$ cat config.mk
export PLATFORM = sky130hd
export DESIGN_NAME = ecd_core
export DESIGN_NICKNAME = d
export VERILOG_FILES = /design/src/rtl/ecd_pkg.sv /design/src/rtl/ecd_alu.sv /design/src/rtl/ecd_ea.sv /design/src/rtl/ecd_core.sv
export VERILOG_INCLUDE_DIRS = /design/src /design/src/rtl
export SDC_FILE = /design/constraint.sdc
export NUM_CORES = 1
export LEC_CHECK = 0
export BUFFER_PORTS_ARGS = -buffer_cell sky130_fd_sc_hd__buf_2
export CORE_AREA = 2 2 288 290
export DETAILED_ROUTE_END_ITERATION = 8
export DIE_AREA = 0 0 290 292
export SETUP_SLACK_MARGIN = 0.2
export SKIP_CTS_REPAIR_TIMING = 1
export SLEW_MARGIN = 20
export SYNTH_ARGS = -nofsm -noshare
export SYNTH_HDL_FRONTEND = slang
export SYNTH_SLANG_ARGS = --single-unit
$ cat constraint.sdc
create_clock -name mclk -period 5.3 [get_ports mclk]
set_input_delay 0.795 -clock mclk [delete_from_list [all_inputs] [get_ports mclk]]
set_output_delay 0.795 -clock mclk [all_outputs]
set_load 0.02 [all_outputs]
$ cat src/rtl/ecd_cfg.svh
`ifndef ECD_CFG_SVH
`define ECD_CFG_SVH

// register bus offsets and answers
`define ECD_REG_CTRL        4'h0
`define ECD_REG_STATE       4'h4
`define ECD_CTRL_RUN_RST    1'h1
`define ECD_RESP_OKAY       2'h0
`define ECD_RESP_SLVERR     2'h2

// status register bit positions
`define ECD_SR_LINK         7
`define ECD_SR_OVF          6
`define ECD_SR_SENSE_B      5
`define ECD_SR_SENSE_A      4
`define ECD_SR_IE           3

// reset values, wait end value and the displacement that selects ext
`define ECD_PTR_RST         16'h0000
`define ECD_BYTE_RST        8'h00
`define ECD_DLY_END         8'hFF
`define ECD_DISP_SUB        8'h80

// alu functions, taken from opcode bits 5:3
`define ECD_FN_LOAD         3'h0
`define ECD_FN_STORE        3'h1
`define ECD_FN_AND          3'h2
`define ECD_FN_OR           3'h3
`define ECD_FN_XOR          3'h4
`define ECD_FN_BCD          3'h5
`define ECD_FN_ADD          3'h6
`define ECD_FN_CADD         3'h7

// opcodes and opcode prefixes
`define ECD_OP_HALT         8'h00
`define ECD_OP_XAE          8'h01
`define ECD_OP_CLR_LINK     8'h02
`define ECD_OP_SET_LINK     8'h03
`define ECD_OP_INT_DIS      8'h04
`define ECD_OP_INT_ALLOW    8'h05
`define ECD_OP_SR_TO_ACC    8'h06
`define ECD_OP_ACC_TO_SR    8'h07
`define ECD_OP_SERIAL       8'h19
`define ECD_OP_SHR_ZERO     8'h1C
`define ECD_OP_SHR_LINK     8'h1D
`define ECD_OP_ROR          8'h1E
`define ECD_OP_ROR_LINK     8'h1F
`define ECD_OP_DELAY        8'h8F
`define ECD_PFX_PTR_LOW     6'h0C
`define ECD_PFX_PTR_HIGH    6'h0D
`define ECD_PFX_PTR_PC      6'h0F
`define ECD_PFX_INCR        6'h2A
`define ECD_PFX_DECR        6'h2E
`define ECD_PFX_JUMP        4'h9

// microcycle counts, one microcycle per mclk
`define ECD_UC_MEM          18'h00012
`define ECD_UC_MEM_BCD      18'h00017
`define ECD_UC_MEM_ADD      18'h00013
`define ECD_UC_MEM_CADD     18'h00014
`define ECD_UC_IMM_LESS     18'h00008
`define ECD_UC_EXT_LESS     18'h00004
`define ECD_UC_INCDEC       18'h00016
`define ECD_UC_JUMP         18'h0000B
`define ECD_UC_NO_JUMP      18'h00009
`define ECD_UC_DLY_BASE     18'h0000D
`define ECD_UC_DLY_PER_DATA 32'h00000202
`define ECD_UC_SWAP_EXT     18'h00007
`define ECD_UC_SWAP_PTR     18'h00008
`define ECD_UC_SWAP_PC      18'h00007
`define ECD_UC_SR_WRITE     18'h00006
`define ECD_UC_HALT         18'h00008
`define ECD_UC_SHORT        18'h00005

`endif

$ cat src/rtl/ecd_pkg.sv
package ecd_pkg;

	typedef logic [2:0] ecd_func_type;

	typedef enum logic [3:0] {
		S_IDLE,
		S_IFW,
		S_OPF,
		S_OPW,
		S_EXEC,
		S_RDW,
		S_RES,
		S_WRW,
		S_PAD
	} ecd_state_type;

endpackage

$ cat src/rtl/ecd_alu.sv
`timescale 1ns/100ps
`include "ecd_cfg.svh"

module ecd_alu (
	// operation
	input  wire ecd_pkg::ecd_func_type func,
	input  wire logic [7:0]            a,
	input  wire logic [7:0]            b,
	input  wire logic                  cin,
	// result
	output logic      [7:0]            res,
	output logic                       cout,
	output logic                       ovf
);
	import ecd_pkg::*;

	logic [7:0] bb;
	logic [8:0] sum9;
	logic [4:0] lo;
	logic [4:0] hi;
	logic       lo_c;
	logic       hi_c;

	always_comb begin
		bb   = (func == `ECD_FN_CADD) ? ~b : b;
		sum9 = {1'b0, a} + {1'b0, bb} + {8'h00, cin};
		lo   = {1'b0, a[3:0]} + {1'b0, b[3:0]} + {4'h0, cin};
		lo_c = lo > 5'h09;
		hi   = {1'b0, a[7:4]} + {1'b0, b[7:4]} + {4'h0, lo_c};
		hi_c = hi > 5'h09;
		res  = a;
		cout = 1'b0;
		ovf  = 1'b0;
		case (func)
			`ECD_FN_LOAD: res = b;
			`ECD_FN_AND:  res = a & b;
			`ECD_FN_OR:   res = a | b;
			`ECD_FN_XOR:  res = a ^ b;
			`ECD_FN_BCD: begin
				res[3:0] = lo_c ? 4'(lo + 5'h06) : lo[3:0];
				res[7:4] = hi_c ? 4'(hi + 5'h06) : hi[3:0];
				cout     = hi_c;
			end
			`ECD_FN_ADD, `ECD_FN_CADD: begin
				res  = sum9[7:0];
				cout = sum9[8];
				ovf  = (a[7] == bb[7]) && (sum9[7] != a[7]);
			end
			default: res = a;
		endcase
	end

endmodule

$ cat src/rtl/ecd_ea.sv
`timescale 1ns/100ps
`include "ecd_cfg.svh"

module ecd_ea (
	// address sources
	input  wire logic [15:0] base,
	input  wire logic [7:0]  disp,
	input  wire logic [7:0]  ext,
	input  wire logic        auto_mode,
	// results
	output logic      [15:0] ea,
	output logic      [15:0] new_ptr
);
	logic [7:0]  eff;
	logic [11:0] off;
	logic [15:0] sum;

	assign eff = (disp == `ECD_DISP_SUB) ? ext : disp;
	assign off = {{4{eff[7]}}, eff};
	assign sum = {base[15:12], 12'(base[11:0] + off)};
	// negative auto step updates first, positive after the access
	assign ea      = (auto_mode && !eff[7]) ? base : sum;
	assign new_ptr = auto_mode ? sum : base;

endmodule

$ cat src/rtl/ecd_core.sv
// Operation
// - memory instructions also reach peripherals on the one shared bus
// - 46 instructions, one opcode byte or opcode plus one data byte
// - address arithmetic touches low 12 bits only, wraps in 4K page
// - upper four address bits are 0000 after reset
// - mode bit and pointer field pick PC-relative, indexed, immediate, auto
// - displacement 80 hex is replaced by the extension register
// - PC-relative address is PC plus sign-extended displacement
// - PC holds last byte of current instruction while forming addresses
// - immediate forms use the second byte as operand, no data access
// - indexed address is pointer plus displacement, pointer unchanged
// - auto mode, negative step: update pointer first, then access
// - auto mode, zero or positive step: access old pointer, then update
// - memory opcodes are five function bits, mode bit, pointer field
// - immediate forms end in 100; no immediate store
// - add and complement-add use link in, update link and overflow
// - increment and decrement fetch write back and load accumulator
// - jump opcodes; conditional jumps take 9 or 11 microcycles
// - timed wait counts accumulator to -1, 13+2A+514D microcycles
// - single-byte extension register operations and their encodings
// - swap accumulator with pointer low or high byte, pointer with PC
// - serial shift moves extension right, pin in, bit 0 out latch
// - right shift with zero or link, rotate, rotate through link
// - status bit 3 is interrupt allow, set by opcodes or status copy
// - link flag, status bit 7, takes carry out of all adds
// - overflow flag, status bit 6, signed overflow, kept by decimal add
// - serial output pin is a latch loaded only by the serial shift
//
// Design decisions made here: the register addresses and the AXI4-Lite register port.
`timescale 1ns/100ps
`include "ecd_cfg.svh"

module ecd_core #(
	parameter int unsigned DLY_PER_DATA = `ECD_UC_DLY_PER_DATA
) (
	// clock and reset
	input  wire logic        mclk,
	input  wire logic        rst_n,
	// memory and peripheral bus
	output logic      [15:0] mem_addr,
	output logic             mem_rd,
	output logic             mem_wr,
	output logic      [7:0]  mem_wdata,
	input  wire logic [7:0]  mem_rdata,
	input  wire logic        mem_ready,
	// pins
	input  wire logic        sense_a_pin,
	input  wire logic        sense_b_pin,
	input  wire logic        serial_in_pin,
	output logic             serial_out_pin,
	output logic      [2:0]  flag_out,
	output logic             halt_pulse,
	// register bus
	input  wire logic [3:0]  s_axi_awaddr,
	input  wire logic        s_axi_awvalid,
	output logic             s_axi_awready,
	input  wire logic [31:0] s_axi_wdata,
	input  wire logic [3:0]  s_axi_wstrb,
	input  wire logic        s_axi_wvalid,
	output logic             s_axi_wready,
	output logic      [1:0]  s_axi_bresp,
	output logic             s_axi_bvalid,
	input  wire logic        s_axi_bready,
	input  wire logic [3:0]  s_axi_araddr,
	input  wire logic        s_axi_arvalid,
	output logic             s_axi_arready,
	output logic      [31:0] s_axi_rdata,
	output logic      [1:0]  s_axi_rresp,
	output logic             s_axi_rvalid,
	input  wire logic        s_axi_rready
);
	import ecd_pkg::*;

	ecd_state_type state;
	logic [15:0]   ptr [4];
	logic [7:0]    acc;
	logic [7:0]    ext;
	logic [7:0]    sr_q;
	logic [7:0]    opcode;
	logic [7:0]    operand;
	logic [7:0]    mem_q;
	logic [15:0]   ea_q;
	logic [15:0]   nptr_q;
	logic          post_upd;
	logic [17:0]   elapsed;
	logic [17:0]   total;
	logic [2:0]    sync1;
	logic [2:0]    sync2;
	logic          run;
	logic          aw_got;
	logic          w_got;
	logic [3:0]    aw_addr;
	logic [31:0]   w_data;
	logic [3:0]    w_strb;

	logic [15:0]   pc_next;
	logic [7:0]    sr_view;
	logic [1:0]    p;
	ecd_func_type  fn;
	logic          is_mem;
	logic          is_imm;
	logic          is_incdec;
	logic          is_jump;
	logic          is_dly;
	logic          is_ext;
	logic          auto_mode;
	logic          jump_take;
	logic [15:0]   ea;
	logic [15:0]   new_ptr;
	logic [7:0]    alu_b;
	logic [7:0]    alu_res;
	logic          alu_cout;
	logic          alu_ovf;
	logic [7:0]    next_val;
	logic [17:0]   mem_uc;
	logic [17:0]   next_total;

	assign pc_next = {ptr[0][15:12], 12'(ptr[0][11:0] + 12'h001)};
	assign sr_view = {sr_q[7:6], sync2[1], sync2[0], sr_q[3:0]};
	assign p       = opcode[1:0];
	assign fn      = opcode[5:3];

	assign is_mem    = opcode[7:6] == 2'b11;
	assign is_imm    = is_mem && opcode[2] && (p == 2'b00);
	assign is_incdec = (opcode[7:2] == `ECD_PFX_INCR) || (opcode[7:2] == `ECD_PFX_DECR);
	assign is_jump   = opcode[7:4] == `ECD_PFX_JUMP;
	assign is_dly    = opcode == `ECD_OP_DELAY;
	assign is_ext    = (opcode[7:6] == 2'b01) && (opcode[2:0] == 3'b000);
	assign auto_mode = is_mem && opcode[2];
	assign alu_b     = !opcode[7] ? ext : (is_imm ? operand : mem_q);
	assign next_val  = opcode[4] ? 8'(mem_q - 8'h01) : 8'(mem_q + 8'h01);

	always_comb begin
		case (opcode[3:2])
			2'b00:   jump_take = 1'b1;
			2'b01:   jump_take = !acc[7];
			2'b10:   jump_take = acc == 8'h00;
			default: jump_take = acc != 8'h00;
		endcase
	end

	always_comb begin
		case (fn)
			`ECD_FN_BCD:  mem_uc = `ECD_UC_MEM_BCD;
			`ECD_FN_ADD:  mem_uc = `ECD_UC_MEM_ADD;
			`ECD_FN_CADD: mem_uc = `ECD_UC_MEM_CADD;
			default:      mem_uc = `ECD_UC_MEM;
		endcase
	end

	always_comb begin
		next_total = `ECD_UC_SHORT;
		if (is_mem) begin
			next_total = is_imm ? 18'(mem_uc - `ECD_UC_IMM_LESS) : mem_uc;
		end else if (is_ext) begin
			next_total = 18'(mem_uc - `ECD_UC_IMM_LESS - `ECD_UC_EXT_LESS);
		end else if (is_incdec) begin
			next_total = `ECD_UC_INCDEC;
		end else if (is_jump) begin
			next_total = jump_take ? `ECD_UC_JUMP : `ECD_UC_NO_JUMP;
		end else if (is_dly) begin
			next_total = 18'(`ECD_UC_DLY_BASE + {9'h000, acc, 1'b0}
				+ 18'(DLY_PER_DATA * {24'h000000, operand}));
		end else if (opcode == `ECD_OP_XAE) begin
			next_total = `ECD_UC_SWAP_EXT;
		end else if (opcode == `ECD_OP_HALT) begin
			next_total = `ECD_UC_HALT;
		end else if ((opcode == `ECD_OP_INT_DIS) || (opcode == `ECD_OP_INT_ALLOW)
			|| (opcode == `ECD_OP_ACC_TO_SR)) begin
			next_total = `ECD_UC_SR_WRITE;
		end else if ((opcode[7:2] == `ECD_PFX_PTR_LOW) || (opcode[7:2] == `ECD_PFX_PTR_HIGH)) begin
			next_total = `ECD_UC_SWAP_PTR;
		end else if (opcode[7:2] == `ECD_PFX_PTR_PC) begin
			next_total = `ECD_UC_SWAP_PC;
		end
	end

	// base for pointer 0 is the PC after the last byte fetch
	ecd_ea u_ea (
		.base      (ptr[p]),
		.disp      (operand),
		.ext       (ext),
		.auto_mode (auto_mode),
		.ea        (ea),
		.new_ptr   (new_ptr)
	);

	ecd_alu u_alu (
		.func (fn),
		.a    (acc),
		.b    (alu_b),
		.cin  (sr_q[`ECD_SR_LINK]),
		.res  (alu_res),
		.cout (alu_cout),
		.ovf  (alu_ovf)
	);

	// pin synchronisers
	always_ff @(posedge mclk or negedge rst_n) begin
		if (!rst_n) begin
			sync1 <= 3'h0;
			sync2 <= 3'h0;
		end else begin
			sync1 <= {serial_in_pin, sense_b_pin, sense_a_pin};
			sync2 <= sync1;
		end
	end

	// microcycles since the instruction fetch was issued
	always_ff @(posedge mclk or negedge rst_n) begin
		if (!rst_n) begin
			elapsed <= 18'h00000;
		end else if (state == S_IDLE && run) begin
			elapsed <= 18'h00000;
		end else if (elapsed != 18'h3FFFF) begin
			elapsed <= 18'(elapsed + 18'h00001);
		end
	end

	assign flag_out = sr_q[2:0];

	always_ff @(posedge mclk or negedge rst_n) begin
		if (!rst_n) begin
			state          <= S_IDLE;
			for (int i = 0; i < 4; i++) begin
				ptr[i] <= `ECD_PTR_RST;
			end
			acc            <= `ECD_BYTE_RST;
			ext            <= `ECD_BYTE_RST;
			sr_q           <= `ECD_BYTE_RST;
			opcode         <= `ECD_BYTE_RST;
			operand        <= `ECD_BYTE_RST;
			mem_q          <= `ECD_BYTE_RST;
			ea_q           <= `ECD_PTR_RST;
			nptr_q         <= `ECD_PTR_RST;
			post_upd       <= 1'b0;
			total          <= 18'h00000;
			mem_addr       <= `ECD_PTR_RST;
			mem_rd         <= 1'b0;
			mem_wr         <= 1'b0;
			mem_wdata      <= `ECD_BYTE_RST;
			serial_out_pin <= 1'b0;
			halt_pulse     <= 1'b0;
		end else begin
			halt_pulse <= 1'b0;
			case (state)
				S_IDLE: begin
					if (run) begin
						mem_addr <= pc_next;
						mem_rd   <= 1'b1;
						state    <= S_IFW;
					end
				end
				S_IFW: begin
					if (mem_ready) begin
						mem_rd <= 1'b0;
						opcode <= mem_rdata;
						ptr[0] <= pc_next;
						// second byte only for top-bit opcodes
						state  <= mem_rdata[7] ? S_OPF : S_EXEC;
					end
				end
				S_OPF: begin
					mem_addr <= pc_next;
					mem_rd   <= 1'b1;
					state    <= S_OPW;
				end
				S_OPW: begin
					if (mem_ready) begin
						mem_rd  <= 1'b0;
						operand <= mem_rdata;
						ptr[0]  <= pc_next;
						state   <= S_EXEC;
					end
				end
				S_EXEC: begin
					total <= next_total;
					state <= S_PAD;
					if (is_mem && !is_imm) begin
						// one access path for memory and peripherals
						ea_q     <= ea;
						nptr_q   <= new_ptr;
						mem_addr <= ea;
						post_upd <= auto_mode && (ea == ptr[p]);
						if (auto_mode && (ea != ptr[p])) begin
							ptr[p] <= new_ptr;
						end
						if (fn == `ECD_FN_STORE) begin
							mem_wr    <= 1'b1;
							mem_wdata <= acc;
							state     <= S_WRW;
						end else begin
							mem_rd <= 1'b1;
							state  <= S_RDW;
						end
					end else if (is_incdec) begin
						ea_q     <= ea;
						mem_addr <= ea;
						mem_rd   <= 1'b1;
						post_upd <= 1'b0;
						state    <= S_RDW;
					end else if (is_mem || is_ext) begin
						if (fn != `ECD_FN_STORE) begin
							acc <= alu_res;
						end
						if (fn >= `ECD_FN_BCD) begin
							sr_q[`ECD_SR_LINK] <= alu_cout;
						end
						if (fn >= `ECD_FN_ADD) begin
							sr_q[`ECD_SR_OVF] <= alu_ovf;
						end
					end else if (is_jump) begin
						if (jump_take) begin
							ptr[0] <= ea;
						end
					end else if (is_dly) begin
						acc <= `ECD_DLY_END;
					end else begin
						case (opcode)
							`ECD_OP_XAE: begin
								acc <= ext;
								ext <= acc;
							end
							`ECD_OP_HALT:     halt_pulse <= 1'b1;
							`ECD_OP_CLR_LINK: sr_q[`ECD_SR_LINK] <= 1'b0;
							`ECD_OP_SET_LINK: sr_q[`ECD_SR_LINK] <= 1'b1;
							`ECD_OP_INT_DIS:   sr_q[`ECD_SR_IE] <= 1'b0;
							`ECD_OP_INT_ALLOW: sr_q[`ECD_SR_IE] <= 1'b1;
							`ECD_OP_SR_TO_ACC: acc <= sr_view;
							`ECD_OP_ACC_TO_SR: sr_q <= acc;
							`ECD_OP_SERIAL: begin
								ext            <= {sync2[2], ext[7:1]};
								// only this opcode loads the latch
								serial_out_pin <= ext[0];
							end
							`ECD_OP_SHR_ZERO: acc <= {1'b0, acc[7:1]};
							`ECD_OP_SHR_LINK: acc <= {sr_q[`ECD_SR_LINK], acc[7:1]};
							`ECD_OP_ROR:      acc <= {acc[0], acc[7:1]};
							`ECD_OP_ROR_LINK: begin
								acc                <= {sr_q[`ECD_SR_LINK], acc[7:1]};
								sr_q[`ECD_SR_LINK] <= acc[0];
							end
							default: begin
								if (opcode[7:2] == `ECD_PFX_PTR_LOW) begin
									acc         <= ptr[p][7:0];
									ptr[p][7:0] <= acc;
								end else if (opcode[7:2] == `ECD_PFX_PTR_HIGH) begin
									acc          <= ptr[p][15:8];
									ptr[p][15:8] <= acc;
								end else if (opcode[7:2] == `ECD_PFX_PTR_PC) begin
									ptr[0] <= ptr[p];
									ptr[p] <= ptr[0];
								end
							end
						endcase
					end
				end
				S_RDW: begin
					if (mem_ready) begin
						mem_rd <= 1'b0;
						mem_q  <= mem_rdata;
						state  <= S_RES;
					end
				end
				S_RES: begin
					state <= S_PAD;
					if (is_incdec) begin
						acc       <= next_val;
						mem_wdata <= next_val;
						mem_addr  <= ea_q;
						mem_wr    <= 1'b1;
						state     <= S_WRW;
					end else begin
						acc <= alu_res;
						if (fn >= `ECD_FN_BCD) begin
							sr_q[`ECD_SR_LINK] <= alu_cout;
						end
						if (fn >= `ECD_FN_ADD) begin
							sr_q[`ECD_SR_OVF] <= alu_ovf;
						end
						if (post_upd) begin
							ptr[p] <= nptr_q;
						end
					end
				end
				S_WRW: begin
					if (mem_ready) begin
						mem_wr <= 1'b0;
						state  <= S_PAD;
						if (post_upd) begin
							ptr[p] <= nptr_q;
						end
					end
				end
				S_PAD: begin
					// instruction occupies its full microcycle count
					if (18'(elapsed + 18'h00002) >= total) begin
						state <= S_IDLE;
					end
				end
				default: state <= S_IDLE;
			endcase
		end
	end

	// register bus, write side
	always_ff @(posedge mclk or negedge rst_n) begin
		if (!rst_n) begin
			s_axi_awready <= 1'b1;
			s_axi_wready  <= 1'b1;
			s_axi_bvalid  <= 1'b0;
			s_axi_bresp   <= `ECD_RESP_OKAY;
			aw_got        <= 1'b0;
			w_got         <= 1'b0;
			aw_addr       <= 4'h0;
			w_data        <= 32'h00000000;
			w_strb        <= 4'h0;
			run           <= `ECD_CTRL_RUN_RST;
		end else begin
			if (s_axi_awvalid && s_axi_awready) begin
				aw_got        <= 1'b1;
				s_axi_awready <= 1'b0;
				aw_addr       <= s_axi_awaddr;
			end
			if (s_axi_wvalid && s_axi_wready) begin
				w_got        <= 1'b1;
				s_axi_wready <= 1'b0;
				w_data       <= s_axi_wdata;
				w_strb       <= s_axi_wstrb;
			end
			if (aw_got && w_got && !s_axi_bvalid) begin
				s_axi_bvalid <= 1'b1;
				if (aw_addr == `ECD_REG_CTRL) begin
					s_axi_bresp <= `ECD_RESP_OKAY;
					if (w_strb[0]) begin
						run <= w_data[0];
					end
				end else if (aw_addr == `ECD_REG_STATE) begin
					s_axi_bresp <= `ECD_RESP_OKAY;
				end else begin
					s_axi_bresp <= `ECD_RESP_SLVERR;
				end
			end
			if (s_axi_bvalid && s_axi_bready) begin
				s_axi_bvalid  <= 1'b0;
				aw_got        <= 1'b0;
				w_got         <= 1'b0;
				s_axi_awready <= 1'b1;
				s_axi_wready  <= 1'b1;
			end
		end
	end

	// register bus, read side
	always_ff @(posedge mclk or negedge rst_n) begin
		if (!rst_n) begin
			s_axi_arready <= 1'b1;
			s_axi_rvalid  <= 1'b0;
			s_axi_rdata   <= 32'h00000000;
			s_axi_rresp   <= `ECD_RESP_OKAY;
		end else if (s_axi_arvalid && s_axi_arready) begin
			s_axi_arready <= 1'b0;
			s_axi_rvalid  <= 1'b1;
			s_axi_rresp   <= `ECD_RESP_OKAY;
			case (s_axi_araddr)
				`ECD_REG_CTRL:  s_axi_rdata <= {31'h00000000, run};
				`ECD_REG_STATE: s_axi_rdata <= {ptr[0], acc, sr_view};
				default: begin
					s_axi_rdata <= 32'h00000000;
					s_axi_rresp <= `ECD_RESP_SLVERR;
				end
			endcase
		end else if (s_axi_rvalid && s_axi_rready) begin
			s_axi_rvalid  <= 1'b0;
			s_axi_arready <= 1'b1;
		end
	end

endmodule

# Word-level counts from Yosys, hierarchy flattened
# Index checks and enable logic that the tools add are counted.
# totals
register_bits	269
out_inout_bits	72
# classes
add_sub_neg	18
n_mul	1
magnitude_cmp	7
n_eq_ne	81
muxes	143
bitwise	11
n_reduce_logical	77
# ops
operator	n
$mux W64	12
$bwmux W64	5
$mux W8	22
$mux W16	10
$mux W18	8
$pmux W48 S3	1
$pmux W16 S4	2
$demux W16 S2	3
$pmux W8 S6	2
$pmux W32 S2	1
$mux W4	15
$reduce_and A7 Y1	7
$mux W48	1
$pmux W8 S2	3
$eq A8 B5 Y1 const B	5
$mux W12	3
$ne A3 B3 Y1 const B	12
$pmux W4 S9	1
$mux W1	33
$bmux W16 S2	1
$eq A8 B3 Y1 const B	4
$eq A4 B3 Y1 const B	6
$ne A2 B2 Y1 const B	12
$reduce_and A11 Y1	2
80 further kinds	167

# Longest topological paths before layout
# depth
word_depth	17
mapped_depth	27
ltp_nobuf	24

# By module
# From an unflattened synthesis, not the netlist that was laid out.
# hier_totals
hier_cells	1985
area_unflattened_um2	18407.7
# modules_own_cells
module	instances	cells_per_inst	area_per_inst_um2
ecd_core	1	1648	15875.2
ecd_alu	1	202	1510.2
ecd_ea	1	135	1022.2

# Worst setup path after synthesis
# Ideal clock, no wire load.
# synth_path
path_kind	register to register
startpoint	register opcode[0]
endpoint	register acc[5]
arrival_time_ns	5.346
setup_slack_ns	-0.164
stages_incl_launch_ff	28
path_buffers	3
synth_period_minus_slack_ns	5.464
cell_sequence	dfrtp_1 buf_6 buf_4 buf_2 nor2_2 nand2_1 mux2i_1 a21oi_1 inv_1 fa_1 fa_1 xnor2_1 inv_1 nand2_1 a21oi_1 fa_1 inv_1 fa_1 inv_1 ha_1 a22oi_1 o21ai_0 a31oi_1 nand3_1 a211oi_1 a21o_1 nor2_1 o21a_1
# synth_between
elab_chain_len	16
elab_cells_between_ends	62
# synth_rtl
item	line	source
from (decl)	ecd_core.sv:79	logic [7:0] opcode;
from (signal assigned)	ecd_core.sv:231	opcode <= `ECD_BYTE_RST;
from (signal assigned)	ecd_core.sv:257	opcode <= mem_rdata;
$logic_not A2 Y1	ecd_core.sv:124	assign is_imm = is_mem && opcode[2] && (p == 2'b00);
$logic_and A1 B1 Y1	ecd_core.sv:124	
$mux W8 (2 in a row)	ecd_core.sv:130	assign alu_b = !opcode[7] ? ext : (is_imm ? operand : mem_q);
$add A4 B4 Y5	ecd_alu.sv:27	lo = {1'b0, a[3:0]} + {1'b0, b[3:0]} + {4'h0, cin};
$add A5 B1 Y5	ecd_alu.sv:27	
$gt A5 B4 Y1	ecd_alu.sv:28	lo_c = lo > 5'h09;
$add A5 B1 Y5	ecd_alu.sv:29	hi = {1'b0, a[7:4]} + {1'b0, b[7:4]} + {4'h0, lo_c};
$add A4 B3 Y4 / $gt A5 B4 Y1 (equally long branches)	ecd_alu.sv:41, ecd_alu.sv:30	
$mux W4	ecd_alu.sv:41	res[7:4] = hi_c ? 4'(hi + 5'h06) : hi[3:0];
$pmux W8 S6	ecd_alu.sv:34	case (func)
$mux W8	ecd_core.sv:303	if (fn != `ECD_FN_STORE) begin
$mux W8	ecd_core.sv:302	end else if (is_mem || is_ext) begin
$mux W8	ecd_core.sv:296	end else if (is_incdec) begin
$mux W8	ecd_core.sv:279	if (is_mem && !is_imm) begin
$pmux W8 S2	ecd_core.sv:246	case (state)
to (signal assigned)	ecd_core.sv:304	acc <= alu_res;
to (signal assigned)	ecd_core.sv:317	acc <= `ECD_DLY_END;
to (signal assigned)	ecd_core.sv:321	acc <= ext;
to (decl)	ecd_core.sv:76	logic [7:0] acc;
# Parallel ways exist; a longest one is shown, timed or not. The select of a mux whose other input is x is not followed.
# A chain may end at the register's enable or synchronous reset.

# Worst setup path after layout
# Same ends and word-level chain as after synthesis.

==> results.json <==
{
  "cp.required_ns": 5.81,
  "drt-vias-per-instance": 5.15,
  "core-area_um2": 81600,
  "cap_violations": 0,
  "dp.cells": 3230,
  "synthDistinctLibCells": 89,
  "antenna_found_initial": 1,
  "ctsHtreeMaxLevel": 1,
  "nets": 2352,
  "cts_tree": "yes",
  "setup_viol": 0,
  "synth-edff-count": 0,
  "synth_seq_cells": 265,
  "clk_pin_slew_ns": 0.06,
  "rr_worst_depth": 24,
  "critical_path.startpoint_type": "flip-flop",
  "ys.flop_type": "dfrtp_1",
  "drt_iter0_drc": 1725,
  "grt_max_degree": 136,
  "cp.arrival_ns": 5.53,
  "rows": 105,
  "ant_nets": 0,
  "cts.sinks": 265,
  "grt_pass1_vias": 16422,
  "finalNonFillerCells": 3296,
  "r2r-end": "acc[5]",
  "die_w_um": 290,
  "vias": 16968,
  "start_util_pct": 22.9,
  "relSlewSlack_pct": 19.1,
  "slew_violations": 0,
  "wire_per_inst_um": 20.6,
  "crit_type": "flip-flop to flip-flop",
  "syn_area_per_cell_um2": 8.81,
  "numCtsBuffers": 31,
  "p_leak_nw": 9.76,
  "hold_violations": 0,
  "drive_gt1_share_pct": 18.7,
  "io_buffer_count": 98,
  "worst-path-max-fanout": 4,
  "tightest_slew_ns": 1.20,
  "finalCritPeriodShare_pct": 94.7,
  "outcome": "finished, final reports clean",
  "critPathCaptureType": "flip-flop",
  "syn-cell-area_um2": 18700,
  "dieArea_um2": 84700,
  "fin_crit_ns": 5.02,
  "yosysWarnings": 0,
  "cellPowerDensity_nw_per_um2": 737,
  "rrSetupSlack_ns": 0.28,
  "pin_count": 135,
  "async_flop_share_pct": 100,
  "multi_input_area_um2": 11300,
  "drtPass1Iterations": 5,
  "crit_start": "opcode[0]",
  "routed_wl_um": 68100,
  "track_usage_pct": 15.6,
  "drc_errors": 0,
  "grt_pass1_wl_um": 103000,
  "grt_overflow_total": 0,
  "die_h_um": 292,
  "n_fill_cell": 8708,
  "cts_root_buffer": "clkbuf_16",
  "fmax_mhz": 199,
  "ir_drop_uv": 267,
  "rsz0062_at_grt": "yes",
  "endpoint": "acc[5]",
  "clock_skew_ns": 0.0518,
  "synth_cells": 2117,
  "area_growth_pct": 17.3,
  "worstHoldPathType": "primary input to asynchronous set/reset pin",
  "gp_congestion": 0.984,
  "seq_area_frac_synth_pct": 35.6,
  "totalNegativeSetupSlack_ns": 0,
  "dp_hpwl_um": 49500,
  "n_antenna_cell": 0,
  "register_area_um2": 6640,
  "clk_latency_ns": 0.62,
  "r2r_start": "opcode[0]",
  "clockBufferDepth": 3
}
[flip-flops by register name, indices dropped and copies added, names as in the netlist, 4 cells and up]
register	cells
state	4
mem_addr	16
opcode	8
ptr	60
nptr_q	16
s_axi_rdata	32
ea_q	16
pc_next	4
acc	8
aw_addr	4
ext	8
total	18
operand	8
elapsed	18
mem_q	8
sr_q	6
mem_wdata	8
[layer usage]
layer | up-vias | part of all wire, % | global-route usage, %
li1 | 7821 | - | -
met1 | 8209 | 43 | 21.3
met2 | 778 | 43 | 24.0
met3 | 160 | 9.1 | 3.06
met4 | 0 | 4.4 | 6.26
met5 | - | 0 | 0
[cell usage in the layout (no fill, tap or decap), types with 48 or more instances in the layout]
| cell type | synthesis | final |
|---|---|---|
| nor2_1 | 152 | 151 |
| o21ai_0 | 152 | 149 |
| buf_2 | 12 | 97 |
| mux2i_1 | 52 | 50 |
| buf_4 | 8 | 89 |
| a21oi_1 | 165 | 161 |
| nand2_1 | 297 | 295 |
| inv_1 | 84 | 80 |
| ha_1 | 79 | 76 |
| xnor2_1 | 50 | 48 |
| mux2_2 | 49 | 49 |
| dfrtp_1 | 261 | 259 |
[Yosys cell counts (6+ instances only)]
| master | number | area [um^2] |
|---|---|---|
| mux2_2 | 49 | 552 |
| a22oi_1 | 14 | 105 |
| and2_1 | 9 | 56.3 |
| a32oi_1 | 7 | 61.3 |
| nand2b_1 | 13 | 81.3 |
| o211ai_1 | 22 | 165 |
| fa_1 | 9 | 180 |
| xor2_1 | 41 | 359 |
| nand2_1 | 297 | 1110 |
| nor4_1 | 11 | 68.8 |
| nor2_1 | 152 | 571 |
| mux2i_1 | 52 | 521 |
| mux2_4 | 32 | 480 |
| ha_1 | 79 | 988 |
| o221ai_1 | 16 | 140 |
| mux4_2 | 15 | 338 |
| a2111oi_0 | 7 | 61.3 |
| a221oi_1 | 22 | 193 |
| a21oi_1 | 165 | 826 |
| dfrtp_1 | 261 | 6530 |
| a21o_1 | 39 | 293 |
| a22o_1 | 38 | 333 |
| o31ai_1 | 8 | 60.1 |
| nor2b_1 | 19 | 119 |
| o22ai_1 | 22 | 138 |
| a221o_1 | 6 | 60.1 |
| or2_2 | 9 | 56.3 |
| nor3b_1 | 6 | 45.0 |
| nand3_1 | 41 | 205 |
| buf_2 | 12 | 60.1 |
| and3_1 | 22 | 138 |
| a211oi_1 | 24 | 180 |
| o21ai_0 | 152 | 761 |
| or3_1 | 13 | 81.3 |
| buf_4 | 8 | 60.1 |
| and4_1 | 7 | 61.3 |
| buf_1 | 13 | 48.8 |
| xnor2_1 | 50 | 438 |
| nor3_1 | 28 | 140 |
| clkbuf_1 | 101 | 379 |
| nand4_1 | 11 | 68.8 |
| a31oi_1 | 18 | 113 |
| inv_1 | 84 | 315 |
| o21ai_1 | 14 | 70.1 |
| buf_6 | 6 | 67.6 |
[kinds of logic after synthesis]
family,synth area share (%)
other,0.0201
flip-flops,35.6
AO/OA/AOI/OAI,21.9
AND/OR/NAND/NOR,16.3
buffers and inverters,5.08
adder cells (fa/ha/maj),6.26
multiplexers,10.2
XOR/XNOR,4.69
[per-stage QoR]
stage / area, um^2 / utilization (%) / hold slack (ns) / worst slack, ns / total power, mW
after floorplan: 18700 / - / 0.331 / 0.222 / 10.1
after detailed placement: 20600 / 25.2 / 0.335 / 0.128 / 13.3
after global routing: 21900 / 26.8 / 0.171 / 0.105 / 17.2
final: 21900 / 26.8 / 0.123 / 0.281 / 16.1
after CTS: 21600 / 26.5 / 0.143 / 0.131 / 15.6
after global placement: 20600 / 25.2 / 0.335 / 0.204 / 13.3
[how the worst min path moves through the flow]
stage,start,slack (ns),end
6_report,rst_n,0.12,s_axi_rdata[29]
5_1_grt,rst_n,0.17,s_axi_rdata[29]
4_1_cts,rst_n,0.14,s_axi_rdata[29]
3_5_place_dp,sync1[1],0.33,sync2[1]
3_3_place_gp,sync1[2],0.34,sync2[2]
2_1_floorplan,sync1[0],0.33,sync2[0]
[power breakdown]
group,total (mW),switching (mW),leakage (nW),internal [mW]
sequential,3.36,0.670,3.45,2.69
combinational,10.5,6.56,5.80,3.99
clock,2.22,0.918,0.509,1.30
[critical path, stage by stage, from the launching register on]
cell      delay, ns
dfrtp_2        0.44
nor2_4         0.20
nand2_4        0.08
mux2i_2        0.15
a21oi_2        0.24
inv_2          0.08
fa_2           0.39
fa_2           0.40
xnor2_2        0.17
inv_2          0.10
nand2_4        0.07
a21oi_4        0.17
fa_2           0.22
inv_2          0.05
fa_2           0.60
inv_2          0.07
ha_4           0.16
a22oi_2        0.24
o21ai_1        0.10
a31oi_1        0.21
nand3_1        0.17
a211oi_2       0.24
a21o_1         0.14
a31oi_1        0.09
o21a_1         0.14
[final cells by class]
cell class / instances / area share, %
clock buffers: 48 / 4.06
clock inverters: 10 / 0.675
inverters: 87 / 1.49
multi-input cells: 1625 / 51.6
flip-flops and latches: 265 / 30.3
well taps: 1070 / 6.12
repair buffers: 191 / 5.67
No activity file was read; power rests on OpenSTA's default activity.
